[src/dfs_pkg.sv]
package dfs_pkg;

   // fifo geometry
   localparam int          FIFO_SLOTS     = 8;
   localparam int          PTR_W          = 3;
   localparam int          SAMPLE_W       = 16;
   localparam int          SYNC_STAGES    = 3;

   // clock on aclk
   localparam int          ACLK_PERIOD_NS = 50;

   // bus geometry
   localparam int          ADDR_W         = 12;
   localparam int          DATA_W         = 32;

   // register indices, byte address is four times the index
   localparam logic [9:0]  IDX_STARTUP_CFG2 = 10'h00E1;
   localparam logic [9:0]  IDX_FIFO_CTRL    = 10'h0001;
   localparam logic [9:0]  IDX_FIFO_STATUS  = 10'h0002;

   // reset values
   localparam logic [7:0]  RST_STARTUP_CFG2 = 8'h00;
   localparam logic [2:0]  RST_RESET_DEPTH  = 3'h4;
   localparam logic        RST_INTERP_2X    = 1'b1;
   localparam logic        RST_DIV_PHASE    = 1'b0;

   // control field positions
   localparam int          CTRL_DEPTH_LSB   = 0;
   localparam int          CTRL_INTERP_BIT  = 4;
   localparam int          CTRL_PHASE_BIT   = 5;

   // status field positions
   localparam int          STAT_DEPTH_LSB   = 0;
   localparam int          STAT_WR_LSB      = 4;
   localparam int          STAT_RD_LSB      = 8;
   localparam int          STAT_DIV_BIT     = 12;

   // axi responses
   localparam logic [1:0]  RESP_OKAY        = 2'h0;
   localparam logic [1:0]  RESP_SLVERR      = 2'h2;

   // synchronised pin indices
   localparam int          PIN_SRC_CLK      = 0;
   localparam int          PIN_DAC          = 1;
   localparam int          PIN_FRAME        = 2;
   localparam int          PIN_SYNC         = 3;
   localparam int          PIN_EDGES        = 4;
   localparam int          PIN_W            = PIN_EDGES + SAMPLE_W;

   typedef enum logic [1:0] {SEL_NONE, SEL_CFG2, SEL_CTRL, SEL_STAT} dfs_sel_t;

   typedef struct packed {
      logic                div_phase;
      logic                interp_2x;
      logic [PTR_W-1:0]    reset_depth;
   } dfs_ctrl_t;

   typedef struct packed {
      logic [SAMPLE_W-1:0] data;
      logic                valid;
   } dfs_sample_t;

endpackage

[src/dfs_fifo_sync.sv]
`timescale 1ns/1ps
// Contract
// - eight slot fifo, pointers wrap seven to zero
// - depth is read-to-write pointer distance
// - sample latency in fifo equals depth
// - depth resettable to a predefined value
// - any nonzero reset depth, four typical
// - pointers and divider start arbitrary; here aresetn clears both pointers and loads the divider with RST_DIV_PHASE
// - divider phase unknown unless forced
// - half-rate clock reads fifo in 2x
// - divider phases differ by one dac cycle
// - frame resets write, sync resets read side
// - fifo absorbs constant source offset
module dfs_fifo_sync
   import dfs_pkg::*;
(
   input  wire logic                       aclk,              // system clock, 20 MHz
   input  wire logic                       aresetn,           // sync reset, active low
   input  wire logic [dfs_pkg::ADDR_W-1:0] s_axi_awaddr,      // write address
   input  wire logic                       s_axi_awvalid,     // write address valid
   output logic                            s_axi_awready,     // write address ready
   input  wire logic [dfs_pkg::DATA_W-1:0] s_axi_wdata,       // write data
   input  wire logic [3:0]                 s_axi_wstrb,       // byte enables
   input  wire logic                       s_axi_wvalid,      // write data valid
   output logic                            s_axi_wready,      // write data ready
   output logic [1:0]                      s_axi_bresp,       // write response
   output logic                            s_axi_bvalid,      // write response valid
   input  wire logic                       s_axi_bready,      // write response ready
   input  wire logic [dfs_pkg::ADDR_W-1:0] s_axi_araddr,      // read address
   input  wire logic                       s_axi_arvalid,     // read address valid
   output logic                            s_axi_arready,     // read address ready
   output logic [dfs_pkg::DATA_W-1:0]      s_axi_rdata,       // read data
   output logic [1:0]                      s_axi_rresp,       // read response
   output logic                            s_axi_rvalid,      // read data valid
   input  wire logic                       s_axi_rready,      // read data ready
   input  wire logic                       source_data_clock, // data clock pin from source
   input  wire logic [dfs_pkg::SAMPLE_W-1:0] sample_data,     // sample word pins
   input  wire logic                       frame_in,          // frame reference pin
   input  wire logic                       sync_ref_in,       // sync reference clock pin
   input  wire logic                       dac_sample_clock,  // dac sampling clock pin
   output dfs_pkg::dfs_sample_t            filter_out         // sample to interpolation filter
);
   import dfs_pkg::*;

   // one decoder for both read and write paths
   function automatic dfs_sel_t dfs_decode(input logic [ADDR_W-1:0] addr);
      dfs_sel_t sel;
      sel = SEL_NONE;
      if (addr[1:0] == 2'h0)
      begin
         if (addr[ADDR_W-1:2] == IDX_STARTUP_CFG2)
            sel = SEL_CFG2;
         else if (addr[ADDR_W-1:2] == IDX_FIFO_CTRL)
            sel = SEL_CTRL;
         else if (addr[ADDR_W-1:2] == IDX_FIFO_STATUS)
            sel = SEL_STAT;
      end
      return sel;
   endfunction

   logic [PIN_W-1:0]       meta_q [SYNC_STAGES];
   logic [PIN_W-1:0]       lvl_q;
   logic [PIN_EDGES-1:0]   rise;
   logic                   wr_tick;
   logic                   dac_tick;
   logic                   rd_tick;
   logic                   frame_rise;
   logic                   sync_rise;
   logic [SAMPLE_W-1:0]    mem_q [FIFO_SLOTS];
   logic [PTR_W-1:0]       wr_ptr_q;
   logic [PTR_W-1:0]       rd_ptr_q;
   logic [PTR_W-1:0]       depth;
   logic                   div_q;
   logic [7:0]             cfg2_q;
   dfs_ctrl_t              ctrl_q;
   dfs_sample_t            out_q;
   logic                   bvalid_q;
   logic [1:0]             bresp_q;
   logic                   rvalid_q;
   logic [1:0]             rresp_q;
   logic [DATA_W-1:0]      rdata_q;
   logic                   aw_take;
   logic                   ar_take;
   dfs_sel_t               wsel;
   dfs_sel_t               rsel;

   // three-stage pin sampling; stage one feeds stage two only
   always_ff @(posedge aclk)
   begin
      if (!aresetn)
      begin
         meta_q[0] <= '0;
         meta_q[1] <= '0;
         meta_q[2] <= '0;
      end
      else
      begin
         meta_q[0] <= {sample_data, sync_ref_in, frame_in, dac_sample_clock, source_data_clock};
         meta_q[1] <= meta_q[0];
         meta_q[2] <= meta_q[1];
      end
   end

   // a bit's level is accepted once stages two and three agree
   genvar gi;
   generate
      for (gi = 0; gi < PIN_W; gi++)
      begin : g_lvl
         always_ff @(posedge aclk)
         begin
            if (!aresetn)
               lvl_q[gi] <= 1'b0;
            else if (meta_q[1][gi] == meta_q[2][gi])
               lvl_q[gi] <= meta_q[2][gi];
         end
      end
      for (gi = 0; gi < PIN_EDGES; gi++)
      begin : g_rise
         assign rise[gi] = (meta_q[1][gi] == meta_q[2][gi]) & meta_q[2][gi] & ~lvl_q[gi];
      end
   endgenerate

   assign wr_tick    = rise[PIN_SRC_CLK];
   assign dac_tick   = rise[PIN_DAC];
   assign frame_rise = rise[PIN_FRAME];
   assign sync_rise  = rise[PIN_SYNC];

   // in 2x the half-rate phase gates reads; phase alone shifts latency by one dac cycle
   assign rd_tick = dac_tick & (~ctrl_q.interp_2x | div_q);

   // half-rate divider; free phase until the sync reference forces it
   always_ff @(posedge aclk)
   begin
      if (!aresetn)
         div_q <= RST_DIV_PHASE;
      else if (sync_rise)
         div_q <= ctrl_q.div_phase;
      else if (dac_tick)
         div_q <= ~div_q;
   end

   // write side: frame returns the write pointer to slot zero
   always_ff @(posedge aclk)
   begin
      if (!aresetn)
         wr_ptr_q <= '0;
      else if (frame_rise)
         wr_ptr_q <= '0;
      else if (wr_tick)
         wr_ptr_q <= wr_ptr_q + 3'h1;
   end

   // read side: sync places the read pointer the set depth behind slot zero
   always_ff @(posedge aclk)
   begin
      if (!aresetn)
         rd_ptr_q <= '0;
      else if (sync_rise)
         rd_ptr_q <= 3'h0 - ctrl_q.reset_depth;
      else if (rd_tick)
         rd_ptr_q <= rd_ptr_q + 3'h1;
   end

   assign depth = wr_ptr_q - rd_ptr_q;

   // sample store; no reset needed, data path only
   always_ff @(posedge aclk)
   begin
      if (wr_tick)
         mem_q[wr_ptr_q] <= lvl_q[PIN_W-1:PIN_EDGES];
   end

   // word leaves after the read pointer has walked depth slots
   always_ff @(posedge aclk)
   begin
      if (!aresetn)
         out_q <= '0;
      else
      begin
         out_q.valid <= rd_tick & ~sync_rise;
         if (rd_tick & ~sync_rise)
            out_q.data <= mem_q[rd_ptr_q];
      end
   end

   assign filter_out = out_q;

   // bus handshake: address and data taken together, one at a time
   assign s_axi_awready = s_axi_wvalid & ~bvalid_q;
   assign s_axi_wready  = s_axi_awvalid & ~bvalid_q;
   assign aw_take       = s_axi_awvalid & s_axi_wvalid & ~bvalid_q;
   assign s_axi_arready = ~rvalid_q;
   assign ar_take       = s_axi_arvalid & ~rvalid_q;
   assign wsel          = dfs_decode(s_axi_awaddr);
   assign rsel          = dfs_decode(s_axi_araddr);

   // software registers; a zero depth write keeps the old depth
   always_ff @(posedge aclk)
   begin
      if (!aresetn)
      begin
         cfg2_q <= RST_STARTUP_CFG2;
         ctrl_q <= '{div_phase: RST_DIV_PHASE, interp_2x: RST_INTERP_2X,
                     reset_depth: RST_RESET_DEPTH};
      end
      else if (aw_take & s_axi_wstrb[0])
      begin
         if (wsel == SEL_CFG2)
            cfg2_q <= s_axi_wdata[7:0];
         if (wsel == SEL_CTRL)
         begin
            ctrl_q.interp_2x <= s_axi_wdata[CTRL_INTERP_BIT];
            ctrl_q.div_phase <= s_axi_wdata[CTRL_PHASE_BIT];
            if (s_axi_wdata[CTRL_DEPTH_LSB +: PTR_W] != 3'h0)
               ctrl_q.reset_depth <= s_axi_wdata[CTRL_DEPTH_LSB +: PTR_W];
         end
      end
   end

   // write response; status is read only, so a write to it errs
   always_ff @(posedge aclk)
   begin
      if (!aresetn)
      begin
         bvalid_q <= 1'b0;
         bresp_q  <= RESP_OKAY;
      end
      else if (aw_take)
      begin
         bvalid_q <= 1'b1;
         bresp_q  <= (wsel == SEL_CFG2 || wsel == SEL_CTRL) ? RESP_OKAY : RESP_SLVERR;
      end
      else if (s_axi_bready)
         bvalid_q <= 1'b0;
   end

   // read response, data captured at the address handshake
   always_ff @(posedge aclk)
   begin
      if (!aresetn)
      begin
         rvalid_q <= 1'b0;
         rresp_q  <= RESP_OKAY;
         rdata_q  <= '0;
      end
      else if (ar_take)
      begin
         rvalid_q <= 1'b1;
         rresp_q  <= (rsel == SEL_NONE) ? RESP_SLVERR : RESP_OKAY;
         rdata_q  <= '0;
         unique case (rsel)
            SEL_CFG2: rdata_q[7:0] <= cfg2_q;
            SEL_CTRL:
            begin
               rdata_q[CTRL_DEPTH_LSB +: PTR_W] <= ctrl_q.reset_depth;
               rdata_q[CTRL_INTERP_BIT]         <= ctrl_q.interp_2x;
               rdata_q[CTRL_PHASE_BIT]          <= ctrl_q.div_phase;
            end
            SEL_STAT:
            begin
               rdata_q[STAT_DEPTH_LSB +: PTR_W] <= depth;
               rdata_q[STAT_WR_LSB +: PTR_W]    <= wr_ptr_q;
               rdata_q[STAT_RD_LSB +: PTR_W]    <= rd_ptr_q;
               rdata_q[STAT_DIV_BIT]            <= div_q;
            end
            SEL_NONE: rdata_q <= '0;
         endcase
      end
      else if (s_axi_rready)
         rvalid_q <= 1'b0;
   end

   assign s_axi_bvalid = bvalid_q;
   assign s_axi_bresp  = bresp_q;
   assign s_axi_rvalid = rvalid_q;
   assign s_axi_rresp  = rresp_q;
   assign s_axi_rdata  = rdata_q;

   // checks
   ptr_wrap_a: assert property (@(posedge aclk) disable iff (!aresetn)
      wr_tick && !frame_rise && wr_ptr_q == 3'h7 |=> wr_ptr_q == 3'h0)
      else $error("write pointer did not wrap");
   wr_adv_a: assert property (@(posedge aclk) disable iff (!aresetn)
      wr_tick && !frame_rise |=> wr_ptr_q == $past(wr_ptr_q) + 3'h1)
      else $error("write pointer did not advance");
   rd_hold_a: assert property (@(posedge aclk) disable iff (!aresetn)
      !rd_tick && !sync_rise |=> $stable(rd_ptr_q))
      else $error("read pointer moved without a tick");
   depth_set_a: assert property (@(posedge aclk) disable iff (!aresetn)
      sync_rise && !wr_tick && (frame_rise || wr_ptr_q == 3'h0)
      |=> depth == $past(ctrl_q.reset_depth))
      else $error("depth not set by sync reference");
   depth_nonzero_a: assert property (@(posedge aclk) disable iff (!aresetn)
      ctrl_q.reset_depth != 3'h0)
      else $error("reset depth became zero");
   frame_reset_a: assert property (@(posedge aclk) disable iff (!aresetn)
      frame_rise |=> wr_ptr_q == 3'h0)
      else $error("frame did not reset write side");
   div_force_a: assert property (@(posedge aclk) disable iff (!aresetn)
      sync_rise |=> div_q == $past(ctrl_q.div_phase))
      else $error("divider not forced by sync");
   half_rate_a: assert property (@(posedge aclk) disable iff (!aresetn)
      ctrl_q.interp_2x && dac_tick && !sync_rise
      |-> (rd_tick == div_q) ##1 (div_q != $past(div_q)))
      else $error("read tick off the half-rate phase");
   out_pulse_a: assert property (@(posedge aclk) disable iff (!aresetn)
      rd_tick && !sync_rise |=> filter_out.valid ##1 !filter_out.valid)
      else $error("filter sample not a single pulse");
   bresp_a: assert property (@(posedge aclk) disable iff (!aresetn)
      aw_take |=> s_axi_bvalid && !s_axi_awready)
      else $error("write response missing");

   cov_read_c:  cover property (@(posedge aclk) disable iff (!aresetn) filter_out.valid);
   cov_wrap_c:  cover property (@(posedge aclk) disable iff (!aresetn)
      wr_tick && wr_ptr_q == 3'h7);
   cov_sync_c:  cover property (@(posedge aclk) disable iff (!aresetn) sync_rise ##[1:50] rd_tick);
   cov_err_c:   cover property (@(posedge aclk) disable iff (!aresetn)
      s_axi_rvalid && s_axi_rresp == RESP_SLVERR);

endmodule

[config.mk]
export PLATFORM = sky130hd
export DESIGN_NAME = dfs_fifo_sync
export DESIGN_NICKNAME = d
export VERILOG_FILES = /design/src/dfs_pkg.sv /design/src/dfs_fifo_sync.sv
export SDC_FILE = /design/constraint.sdc
export NUM_CORES = 1
export LEC_CHECK = 0
export ABC_AREA = 0
export BUFFER_PORTS_ARGS = -buffer_cell sky130_fd_sc_hd__clkbuf_2
export CELL_PAD_IN_SITES_DETAIL_PLACEMENT = 1
export CELL_PAD_IN_SITES_GLOBAL_PLACEMENT = 2
export CORE_MARGIN = 2
export CORE_UTILIZATION = 44
export CTS_BUF_LIST = sky130_fd_sc_hd__clkbuf_4 sky130_fd_sc_hd__clkbuf_8
export CTS_CLUSTER_DIAMETER = 40
export DETAILED_ROUTE_END_ITERATION = 6
export GPL_TIMING_DRIVEN = 0
export PLACE_DENSITY_LB_ADDON = 0.25
export SLEW_MARGIN = 20
export SYNTH_ARGS = -nofsm -noshare
export SYNTH_HDL_FRONTEND = slang
export SYNTH_SLANG_ARGS = --single-unit
[constraint.sdc]
create_clock -name aclk -period 6.2 [get_ports aclk]
set_input_delay 0.93 -clock aclk [delete_from_list [all_inputs] [get_ports aclk]]
set_output_delay 0.93 -clock aclk [all_outputs]
set_load 0.005 [all_outputs]
==> results.sh, run 1 <==
export IMPL_antenna_found_initial=0
export IMPL_tns_ps=0
export IMPL_initial_utilization_pct=44.6
export IMPL_dieHeight_um=152
export IMPL_final_period_utilization_pct=43.1
export IMPL_via_count=6023
export IMPL_cts_resized=0
export IMPL_core_area_mm2=0.0218
export IMPL_critPathMaxStageDelay_ps=670
export IMPL_fp_dieW_um=152
export IMPL_final_common_cell="dfxtp_1"
export IMPL_setup_viol=0
export IMPL_port_buffers=95
export IMPL_drtIter0Drc=362
export IMPL_fill_cells=2227
export IMPL_path_max_fanout=10
export IMPL_cts_setup_buffers=0
export IMPL_pwr_share_clk_pct=45.3
export IMPL_grt_pass1_vias=6564
export IMPL_end_kind="flop"
export IMPL_ir_drop_uv=149
export IMPL_worst_path_stages=8
export IMPL_p_leak_nw=4.51
export IMPL_postPlaceCellArea_mm2=0.0108
export IMPL_seq_power_share_pct=51.9
export IMPL_route_detailed_drc=0
export IMPL_fin_crit_ps=2670
export IMPL_ant_nets=0
export IMPL_areaGrowthSynthToFinish_pct=20.7
export IMPL_skew_ps=24.4
export IMPL_ioPinCount=145
export IMPL_place_ws_ps=3470
export IMPL_grt_max_degree=12
export IMPL_synthFlopType="dfxtp_1"
export IMPL_share_comb_of_total_power_pct=2.8
export IMPL_firstDrtPassIters=5
export IMPL_cp_arrival_ps=3160
export IMPL_rows=54
export IMPL_final_cell_mix="dfxtp_1, edfxtp_1, clkbuf_2, and2_1, clkbuf_8"
export IMPL_crit_family="buffers and inverters"
export IMPL_async_reset_ff_share_pct=0
export IMPL_ys_types=51
export IMPL_path_clk_slew_ps=60
export IMPL_slowest_stage="buf_1"
export IMPL_clock_latency_ps=550
export IMPL_drive_gt1_share_pct=29.9
export IMPL_syn_area_per_cell_um2=14.3
export IMPL_drv_cap=0
export IMPL_grt_pass1_wl_mm=35.6
export IMPL_clockBufferDepth=3
export IMPL_path_buf_inv=3
export IMPL_dp_hpwl_mm=15.9
export IMPL_design_area_mm2=0.0117
export IMPL_root_buffer="clkbuf_8"
export IMPL_clock_sinks=261
export IMPL_yosysSeqAreaShare_pct=67.1
export IMPL_fin_total_pwr_mw=3.51
export IMPL_gp_congestion=0.750
export IMPL_max_slew_worst_pin_slew_ps=837
export IMPL_synth_seq_cells=261
export IMPL_internal_power_mw=2.79
export IMPL_slew_viol_final=0
export IMPL_syn_area_mm2=0.00970
export IMPL_status="completed"
export IMPL_synth_edf_count=128
export IMPL_min_path_cells=1
export IMPL_tritoncts_num_buffers=44
export IMPL_path_class="flop to flop"
export IMPL_routedWlPerCell_um=19.2
export IMPL_setup_slack_ps=3530
export IMPL_vias_per_cell=5.16
export IMPL_dieArea_mm2=0.0232
export IMPL_crit_path_start_kind="flop"
export IMPL_fmax_ghz=0.374
export IMPL_cts_tree="done"
export IMPL_sw_frac_of_total_pct=20.6
export IMPL_rr_worst_depth=8
export IMPL_nNetsFinal=951
export IMPL_hold_buffers=0
export IMPL_grt_use_total_pct=19.6
export IMPL_power_density_mw_per_mm2=300
export IMPL_final_hold_viol_count=0
export IMPL_relSlewSlack_pct=44.0
export IMPL_hold_class="flop to flop"
export IMPL_overflow=0
export IMPL_wl_mm=22.4
export IMPL_synth_warnings=0
export IMPL_grt_setup_unrepaired="no"
export IMPL_antenna_cells=0
export IMPL_crit_required_ps=6690
export IMPL_path_cells="buf_2 > buf_1 > inv_1 > fa_1 > xor3_1 > o2bb2a_1 > nand4b_1 > nand3_1"
export IMPL_switching_power_mw=0.723
export IMPL_syn_inst=680
export IMPL_h_tree_depth=2
final cells by class:
cell class / instances / area [um2] / area share, %
plain buffers: 51 / 305 / 2.61
clock buffers: 67 / 816 / 6.97
clock inverters: 13 / 124 / 1.06
inverters: 15 / 56.3 / 0.481
multi-input cells: 374 / 2930 / 25.1
flip-flops and latches: 261 / 6510 / 55.6
well taps: 280 / 350 / 2.99
repair buffers: 106 / 611 / 5.22
per-stage QoR:
step	hold WS, ps	utilization [%]	cells
after global placement	420	48.7	1076
after global routing	446	53.8	1167
after detailed placement	422	49.5	1087
final	430	53.8	1167
after floorplan	412	-	701
after CTS	435	53.8	1167
power groups by stage:
stage,Combinational (mW),Sequential (mW),Clock [mW]
floorplan,0.0571,1.86,0
global placement,0.0946,1.86,0
detailed placement,0.0987,1.86,0
CTS,0.0996,1.82,1.63
global route,0.110,1.82,1.70
finish,0.0985,1.82,1.59
metal layers:
| layer | track usage, % | share of wire (%) | up-vias |
|---|---|---|---|
| met5 | 0 | 0 | - |
| met4 | 7.89 | 3.1 | 0 |
| met3 | 3.81 | 5.2 | 47 |
| met2 | 33.3 | 50 | 176 |
| met1 | 24.8 | 41 | 2997 |
| li1 | - | - | 2803 |
sequential cells by signal, summed over array words and instances (netlist names), 3 cells and up:
signal and cells:
cfg2_q 8, wr_ptr_q 3, meta_q 60, rd_ptr_q 3, filter_out 17, s_axi_rdata 12
mem_q 128, ctrl_q 5, lvl_q 20
Yosys cell counts, types with 2 or more instances:
cell / n / area [um2]
nor2b_1: 23 / 144
mux2i_1: 16 / 160
nor3_1: 7 / 35.0
and3_1: 4 / 25.0
xnor2_1: 3 / 26.3
nor2_1: 40 / 150
buf_2: 7 / 35.0
clkbuf_1: 15 / 56.3
a22oi_1: 4 / 30.0
buf_4: 22 / 165
a22o_1: 4 / 35.0
a211oi_1: 3 / 22.5
or3_1: 3 / 18.8
a21oi_1: 25 / 125
xor2_1: 3 / 26.3
a221o_1: 20 / 200
inv_1: 14 / 52.6
nand2_1: 26 / 97.6
buf_6: 3 / 33.8
nand4_1: 6 / 37.5
nand3_1: 10 / 50.1
dfxtp_1: 133 / 2660
nor4_4: 2 / 42.5
edfxtp_1: 128 / 3840
nand2b_1: 8 / 50.1
and2_1: 61 / 382
mux4_2: 32 / 721
o21ai_0: 23 / 115
ha_1: 10 / 125
buf_1: 4 / 15.0
final timing paths:
path | start | endpoint | slack (ps)
worst max-delay path | rd_ptr_q[1] | s_axi_rdata[2] | 3530
worst min register to register | meta_q[0][12] | meta_q[0][32] | 430
worst max register to register | rd_ptr_q[1] | s_axi_rdata[2] | 3530
worst min-delay path | meta_q[0][12] | meta_q[0][32] | 430
kinds of logic (layout without fill, tap and decap cells):
group | after synthesis | count (layout) | synth area share [%]
multiplexers | 48 | 48 | 9.08
other | 1 | 22 | 0.0387
AND/OR/NAND/NOR | 200 | 200 | 11.7
adder cells (fa/ha/maj) | 11 | 11 | 1.50
AO/OA/AOI/OAI | 86 | 86 | 6.09
XOR/XNOR | 7 | 7 | 0.787
buffers and inverters | 66 | 252 | 3.73
flip-flops | 261 | 261 | 67.1
Note: power is estimated with default switching activity, not from simulation.
==> run 2: changes to the inputs <==
Settings changed: CORE_UTILIZATION 44 to 37.
Clock period 6.2 ns to 2.15 ns, I/O delays scaled along.
==> run 2 against run 1 <==
Net effect:
- global-route usage shrank 3.2 points
- maximum frequency grew 31%
- critical path type unchanged
- combinational power grew to 3.2 times the previous value
- sequential power grew to 2.9 times the previous value
- clock power grew to 3.1 times the previous value
- via count shrank 0.32%
- register-to-register slack lost 3400 ps
- cell count grew 7.2%
- first-iteration DRC count shrank 19%
==> results.sh, run 2 (synthesis results as in run 1) <==
export IMPL_status="completed"
export IMPL_path_clk_slew_ps=60
export IMPL_drtIter0Drc=293
export IMPL_fill_cells=2696
export IMPL_path_max_fanout=10
export IMPL_crit_family="adder cells"
export IMPL_slowest_stage="fa_1"
export IMPL_crit_path_start_kind="flop"
export IMPL_gp_congestion=0.764
export IMPL_dp_hpwl_mm=15.8
export IMPL_cts_tree="done"
export IMPL_relSlewSlack_pct=55.2
export IMPL_r2r_slack_ps=120
export IMPL_regMostFlops="mem_q"
export IMPL_fp_dieW_um=166
export IMPL_postPlaceCellArea_mm2=0.0108
export IMPL_path_buf_inv=3
export IMPL_wl_mm=22.3
export IMPL_rows=59
export IMPL_final_hold_viol_count=0
export IMPL_areaGrowthSynthToFinish_pct=26.3
export IMPL_root_buffer="clkbuf_8"
export IMPL_top_regs="mem_q: 128 flops, meta_q: 60 flops, lvl_q: 20 flops"
export IMPL_startpoint="rd_ptr_q[1]"
export IMPL_ant_nets=0
export IMPL_firstDrtPassIters=4
export IMPL_p_leak_nw=4.69
export IMPL_endpoint="s_axi_rdata[2]"
export IMPL_ir_drop_uv=379
export IMPL_hold_class="input pin to flop"
export IMPL_tritoncts_num_buffers=46
export IMPL_path_class="flop to flop"
export IMPL_clock_latency_ps=550
export IMPL_critPathMaxStageDelay_ps=400
export IMPL_final_common_cell="dfxtp_1"
export IMPL_final_cells=1251
export IMPL_setup_viol=0
export IMPL_worst_path_stages=8
export IMPL_route_detailed_drc=0
export IMPL_drv_cap=0
export IMPL_max_slew_worst_pin_slew_ps=672
export IMPL_clock_sinks=261
export IMPL_overflow=0
export IMPL_antenna_found_initial=0
export IMPL_skew_ps=19.5
export IMPL_dieArea_mm2=0.0275
export IMPL_cp_arrival_ps=2500
export IMPL_path_cells="buf_6 > buf_12 > inv_1 > fa_1 > xor3_1 > o2bb2a_1 > nand4b_1 > nand3_1"
export IMPL_h_tree_depth=2
export IMPL_r2r_start="rd_ptr_q[1]"
export IMPL_fmax_ghz=0.492
export IMPL_fin_total_pwr_mw=10.5
export IMPL_vias_per_cell=4.80
export IMPL_crit_required_ps=2620
export IMPL_grt_use_total_pct=16.4
export IMPL_largest_reg_flops=128
export IMPL_grt_max_degree=17
export IMPL_drive_gt1_share_pct=30.5
export IMPL_final_cell_mix="dfxtp_1, edfxtp_1, clkbuf_2, and2_1, clkbuf_8"
export IMPL_grt_setup_unrepaired="no"
export IMPL_port_buffers=95
export IMPL_antenna_cells=0
export IMPL_grt_pass1_vias=6503
export IMPL_r2r_end="s_axi_rdata[2]"
export IMPL_core_area_mm2=0.0259
export IMPL_via_count=6004
export IMPL_power_density_mw_per_mm2=861
export IMPL_end_kind="flop"
export IMPL_dieHeight_um=166
export IMPL_initial_utilization_pct=37.4
export IMPL_dp_cells=1138
export IMPL_rr_worst_depth=8
export IMPL_nNetsFinal=977
export IMPL_tns_ps=0
export IMPL_clockBufferDepth=3
export IMPL_routedWlPerCell_um=17.8
export IMPL_slew_viol_final=0
export IMPL_ioPinCount=145
export IMPL_grt_pass1_wl_mm=35.5
export IMPL_design_area_mm2=0.0122
export IMPL_final_period_utilization_pct=94.6
export IMPL_fin_crit_ps=2030
==> run 2: power by group <==
| part | leakage [nW] | switching [mW] | internal [mW] | total (mW) |
|---|---|---|---|---|
| Combinational | 1.88 | 0.152 | 0.159 | 0.311 |
| Clock | 0.542 | 1.99 | 2.99 | 4.98 |
| Sequential | 2.27 | 0.0265 | 5.23 | 5.26 |
| Total | 4.69 | 2.17 | 8.38 | 10.5 |
==> run 2: how the worst min path moves through the flow <==
stage / slack (ps) / from / cells after the start / to
floorplan: 410 / meta_q[0][0] / 1 / meta_q[0][20]
global placement: 420 / meta_q[0][1] / 1 / meta_q[0][21]
detailed placement: 420 / meta_q[0][12] / 1 / meta_q[0][32]
CTS: 5 / frame_in / 2 / meta_q[0][2]
global route: 20 / s_axi_wdata[3] / 3 / cfg2_q[3]
finish: 20 / frame_in / 2 / meta_q[0][2]
==> run 2: metrics by stage <==
step | setup WS (ps) | hold slack [ps] | utilization [%]
finish | 116 | 22.9 | 47.3
global route | 0.919 | 19.7 | 47.3
CTS | -130 | 5.29 | 47.0
detailed placement | -600 | 422 | 41.7
global placement | -754 | 418 | 41.2
floorplan | 112 | 412 | -
==> run 2: timing repair <==
item,CTS,global route
hold buffers,19,0
setup buffers,7,3
pin swaps,4,3
hold endpoints to repair,19,0
setup endpoints to repair,104,75
resized for setup,12,12
==> run 2: routing by layer <==
| layer | share of wire, % | vias up | global-route usage, % |
|---|---|---|---|
| met5 | 0 | - | 0 |
| met4 | 1.4 | 0 | 5.18 |
| met3 | 4.4 | 27 | 2.34 |
| met2 | 52 | 139 | 29.7 |
| met1 | 42 | 2976 | 20.3 |
| li1 | - | 2862 | - |
==> run 2: final cells by class <==
type | count | area (um2) | area share (%)
plain buffers | 50 | 328 | 2.68
multi-input cells | 374 | 2980 | 24.4
clock inverters | 23 | 253 | 2.06
inverters | 15 | 56.3 | 0.460
flip-flops and latches | 261 | 6510 | 53.1
clock buffers | 62 | 778 | 6.36
well taps | 335 | 419 | 3.42
repair buffers | 131 | 921 | 7.52
==> run 3: changes to the inputs <==
--- a/config.mk
+++ b/config.mk
@@ -9,6 +9,4 @@
 export BUFFER_PORTS_ARGS = -buffer_cell sky130_fd_sc_hd__clkbuf_2
-export CELL_PAD_IN_SITES_DETAIL_PLACEMENT = 1
-export CELL_PAD_IN_SITES_GLOBAL_PLACEMENT = 2
 export CORE_MARGIN = 2
-export CORE_UTILIZATION = 37
+export CORE_UTILIZATION = 53
 export CTS_BUF_LIST = sky130_fd_sc_hd__clkbuf_4 sky130_fd_sc_hd__clkbuf_8
==> constraint.sdc (replaced) <==
create_clock -name aclk -period 2.15 [get_ports aclk]
set_input_delay 0 -clock aclk [delete_from_list [all_inputs] [get_ports aclk]]
set_output_delay 0 -clock aclk [all_outputs]
set_load 0.05 [all_outputs]
==> run 3 against run 2 <==
Net effect:
- the run now ends with setup timing left
- clock skew down 7.4 ps
- combinational power up 46%
- first-iteration DRC count up 35%
- cell count down 7.2%
- maximum frequency down 6.3%
- sequential power about the same
- die area down 30%
- largest power group unchanged
- register-to-register slack worse by 140 ps
- cell area down 0.19%
- via count up 4.3%
==> results.sh, run 3 (synthesis results as in run 1) <==
export IMPL_crit_path_start_kind="flop"
export IMPL_final_cell_mix="dfxtp_1, edfxtp_1, clkbuf_2, and2_1, clkbuf_8"
export IMPL_crit_required_ps=2380
export IMPL_rows=49
export IMPL_ant_nets=0
export IMPL_dieHeight_um=139
export IMPL_cp_arrival_ps=2400
export IMPL_min_path_cells=5
export IMPL_grt_setup_unrepaired="yes"
export IMPL_regMostFlops="mem_q"
export IMPL_cts_tree="done"
export IMPL_tns_ps=-198
export IMPL_fmax_ghz=0.460
export IMPL_largest_reg_flops=128
export IMPL_antenna_found_initial=0
export IMPL_rr_worst_depth=5
export IMPL_wl_mm=21.1
export IMPL_via_count=6260
export IMPL_grt_pass1_wl_mm=32.3
export IMPL_ir_drop_uv=517
export IMPL_skew_ps=12.1
export IMPL_min_to="s_axi_rdata[10]"
export IMPL_max_slew_worst_pin_slew_ps=681
export IMPL_vias_per_cell=5.39
export IMPL_clock_sinks=261
export IMPL_drv_cap=0
export IMPL_antenna_cells=0
export IMPL_nNetsFinal=998
export IMPL_critPathMaxStageDelay_ps=410
export IMPL_gp_congestion=0.901
export IMPL_end_kind="flop"
export IMPL_drive_gt1_share_pct=29.3
export IMPL_h_tree_depth=2
export IMPL_initial_utilization_pct=54.0
export IMPL_setup_viol=14
export IMPL_final_hold_viol_count=0
export IMPL_utilization_pct=68.0
export IMPL_fin_crit_ps=2170
export IMPL_areaGrowthSynthToFinish_pct=26.0
export IMPL_grt_pass1_vias=6478
export IMPL_route_detailed_drc=0
export IMPL_tritoncts_num_buffers=41
export IMPL_status="complete, but fails checks"
export IMPL_power_density_mw_per_mm2=834
export IMPL_port_buffers=95
export IMPL_r2r_end="mem_q[0][2]"
export IMPL_firstDrtPassIters=5
export IMPL_dieArea_mm2=0.0194
export IMPL_relSlewSlack_pct=54.6
export IMPL_min_from="s_axi_araddr[9]"
export IMPL_violations="setup timing"
export IMPL_fp_dieW_um=139
export IMPL_p_leak_nw=4.74
export IMPL_grt_max_degree=11
export IMPL_core_area_mm2=0.0180
export IMPL_ioPinCount=145
export IMPL_hold_class="input pin to flop"
export IMPL_overflow=0
export IMPL_r2r_slack_ps=-20
export IMPL_path_clk_slew_ps=60
export IMPL_slowest_stage="nor2b_1"
export IMPL_grt_use_total_pct=21.3
export IMPL_path_class="flop to flop"
export IMPL_root_buffer="clkbuf_8"
export IMPL_r2r_start="meta_q[0][20]"
export IMPL_routedWlPerCell_um=18.1
export IMPL_drtIter0Drc=396
export IMPL_clock_latency_ps=520
export IMPL_clockBufferDepth=3
export IMPL_dp_hpwl_mm=13.6
export IMPL_setup_slack_ps=-22.1
export IMPL_dp_cells=1033
export IMPL_slew_viol_final=0
export IMPL_path_max_fanout=10
export IMPL_path_cells="ha_1 > nor2b_1 > nand2b_1 > nor3_4 > buf_8"
export IMPL_top_regs="mem_q: 128 flops, meta_q: 60 flops, lvl_q: 20 flops"
export IMPL_final_cells=1161
export IMPL_final_period_utilization_pct=101
export IMPL_final_common_cell="dfxtp_1"
==> run 3: area by class of cell <==
type / instances / area (um2)
multi-input cells: 374 / 2990
well taps: 229 / 287
flip-flops and latches: 261 / 6510
fillers: 1241 / 5740
clock buffers: 65 / 826
plain buffers: 51 / 320
inverters: 15 / 56.3
repair buffers: 156 / 1140
clock inverters: 10 / 96.3
==> run 3: metal layers <==
layer / GRT usage, % / wire [um] / up-vias
met5: 0 / 0 / -
met4: 10.2 / 816 / 0
met3: 4.40 / 1280 / 69
met2: 37.0 / 10800 / 267
met1: 25.4 / 8140 / 3031
li1: - / - / 2893
==> run 3: how the worst max path moves through the flow <==
stage                             start        endpoint  slack [ps]  depth (start not counted)
after global placement    meta_q[0][20]     mem_q[3][2]        -660                          4
after global routing      meta_q[0][20]     mem_q[0][1]        -140                          5
after CTS                 meta_q[0][20]    mem_q[5][12]         -30                          5
after floorplan             rd_ptr_q[1]  s_axi_rdata[2]         110                          8
after detailed placement    rd_ptr_q[1]  s_axi_rdata[2]        -490                          8
final                     meta_q[0][20]     mem_q[0][2]         -20                          5
==> run 3: critical path: cells and delay by family, from the launching register on <==
kind	cells	cell delay, ps
buffers and inverters	1	210
adder cells (fa/ha/maj)	1	140
AND/OR/NAND/NOR	3	1180
flip-flops	1	340
==> run 3: power breakdown <==
| part | internal [mW] | leakage [nW] | switching [mW] | total (mW) |
|---|---|---|---|---|
| clock | 2.68 | 0.483 | 1.80 | 4.48 |
| combinational | 0.185 | 1.99 | 0.269 | 0.455 |
| sequential | 5.23 | 2.27 | 0.0280 | 5.26 |
| total | 8.09 | 4.74 | 2.10 | 10.2 |
==> run 3: per-stage QoR <==
step	power, mW	setup slack, ps	hold slack, ps	instance area (um2)
floorplan	5.63	112	125	9780
global placement	5.74	-662	209	10500
detailed placement	5.75	-490	209	10700
CTS	10.3	-29.5	1.18	12100
global route	10.5	-139	38.3	12200
finish	10.2	-22.1	37.0	12200
==> run 3: what timing repair did <==
| action | CTS | global route |
|---|---|---|
| resized for setup | 11 | 11 |
| hold endpoints to repair | 46 | 0 |
| pin swaps | 0 | 4 |
| endpoints found under the setup margin | 30 | 114 |
| cloned | 0 | 0 |
| buffers inserted | 0 | 10 |
| hold buffers | 43 | 0 |
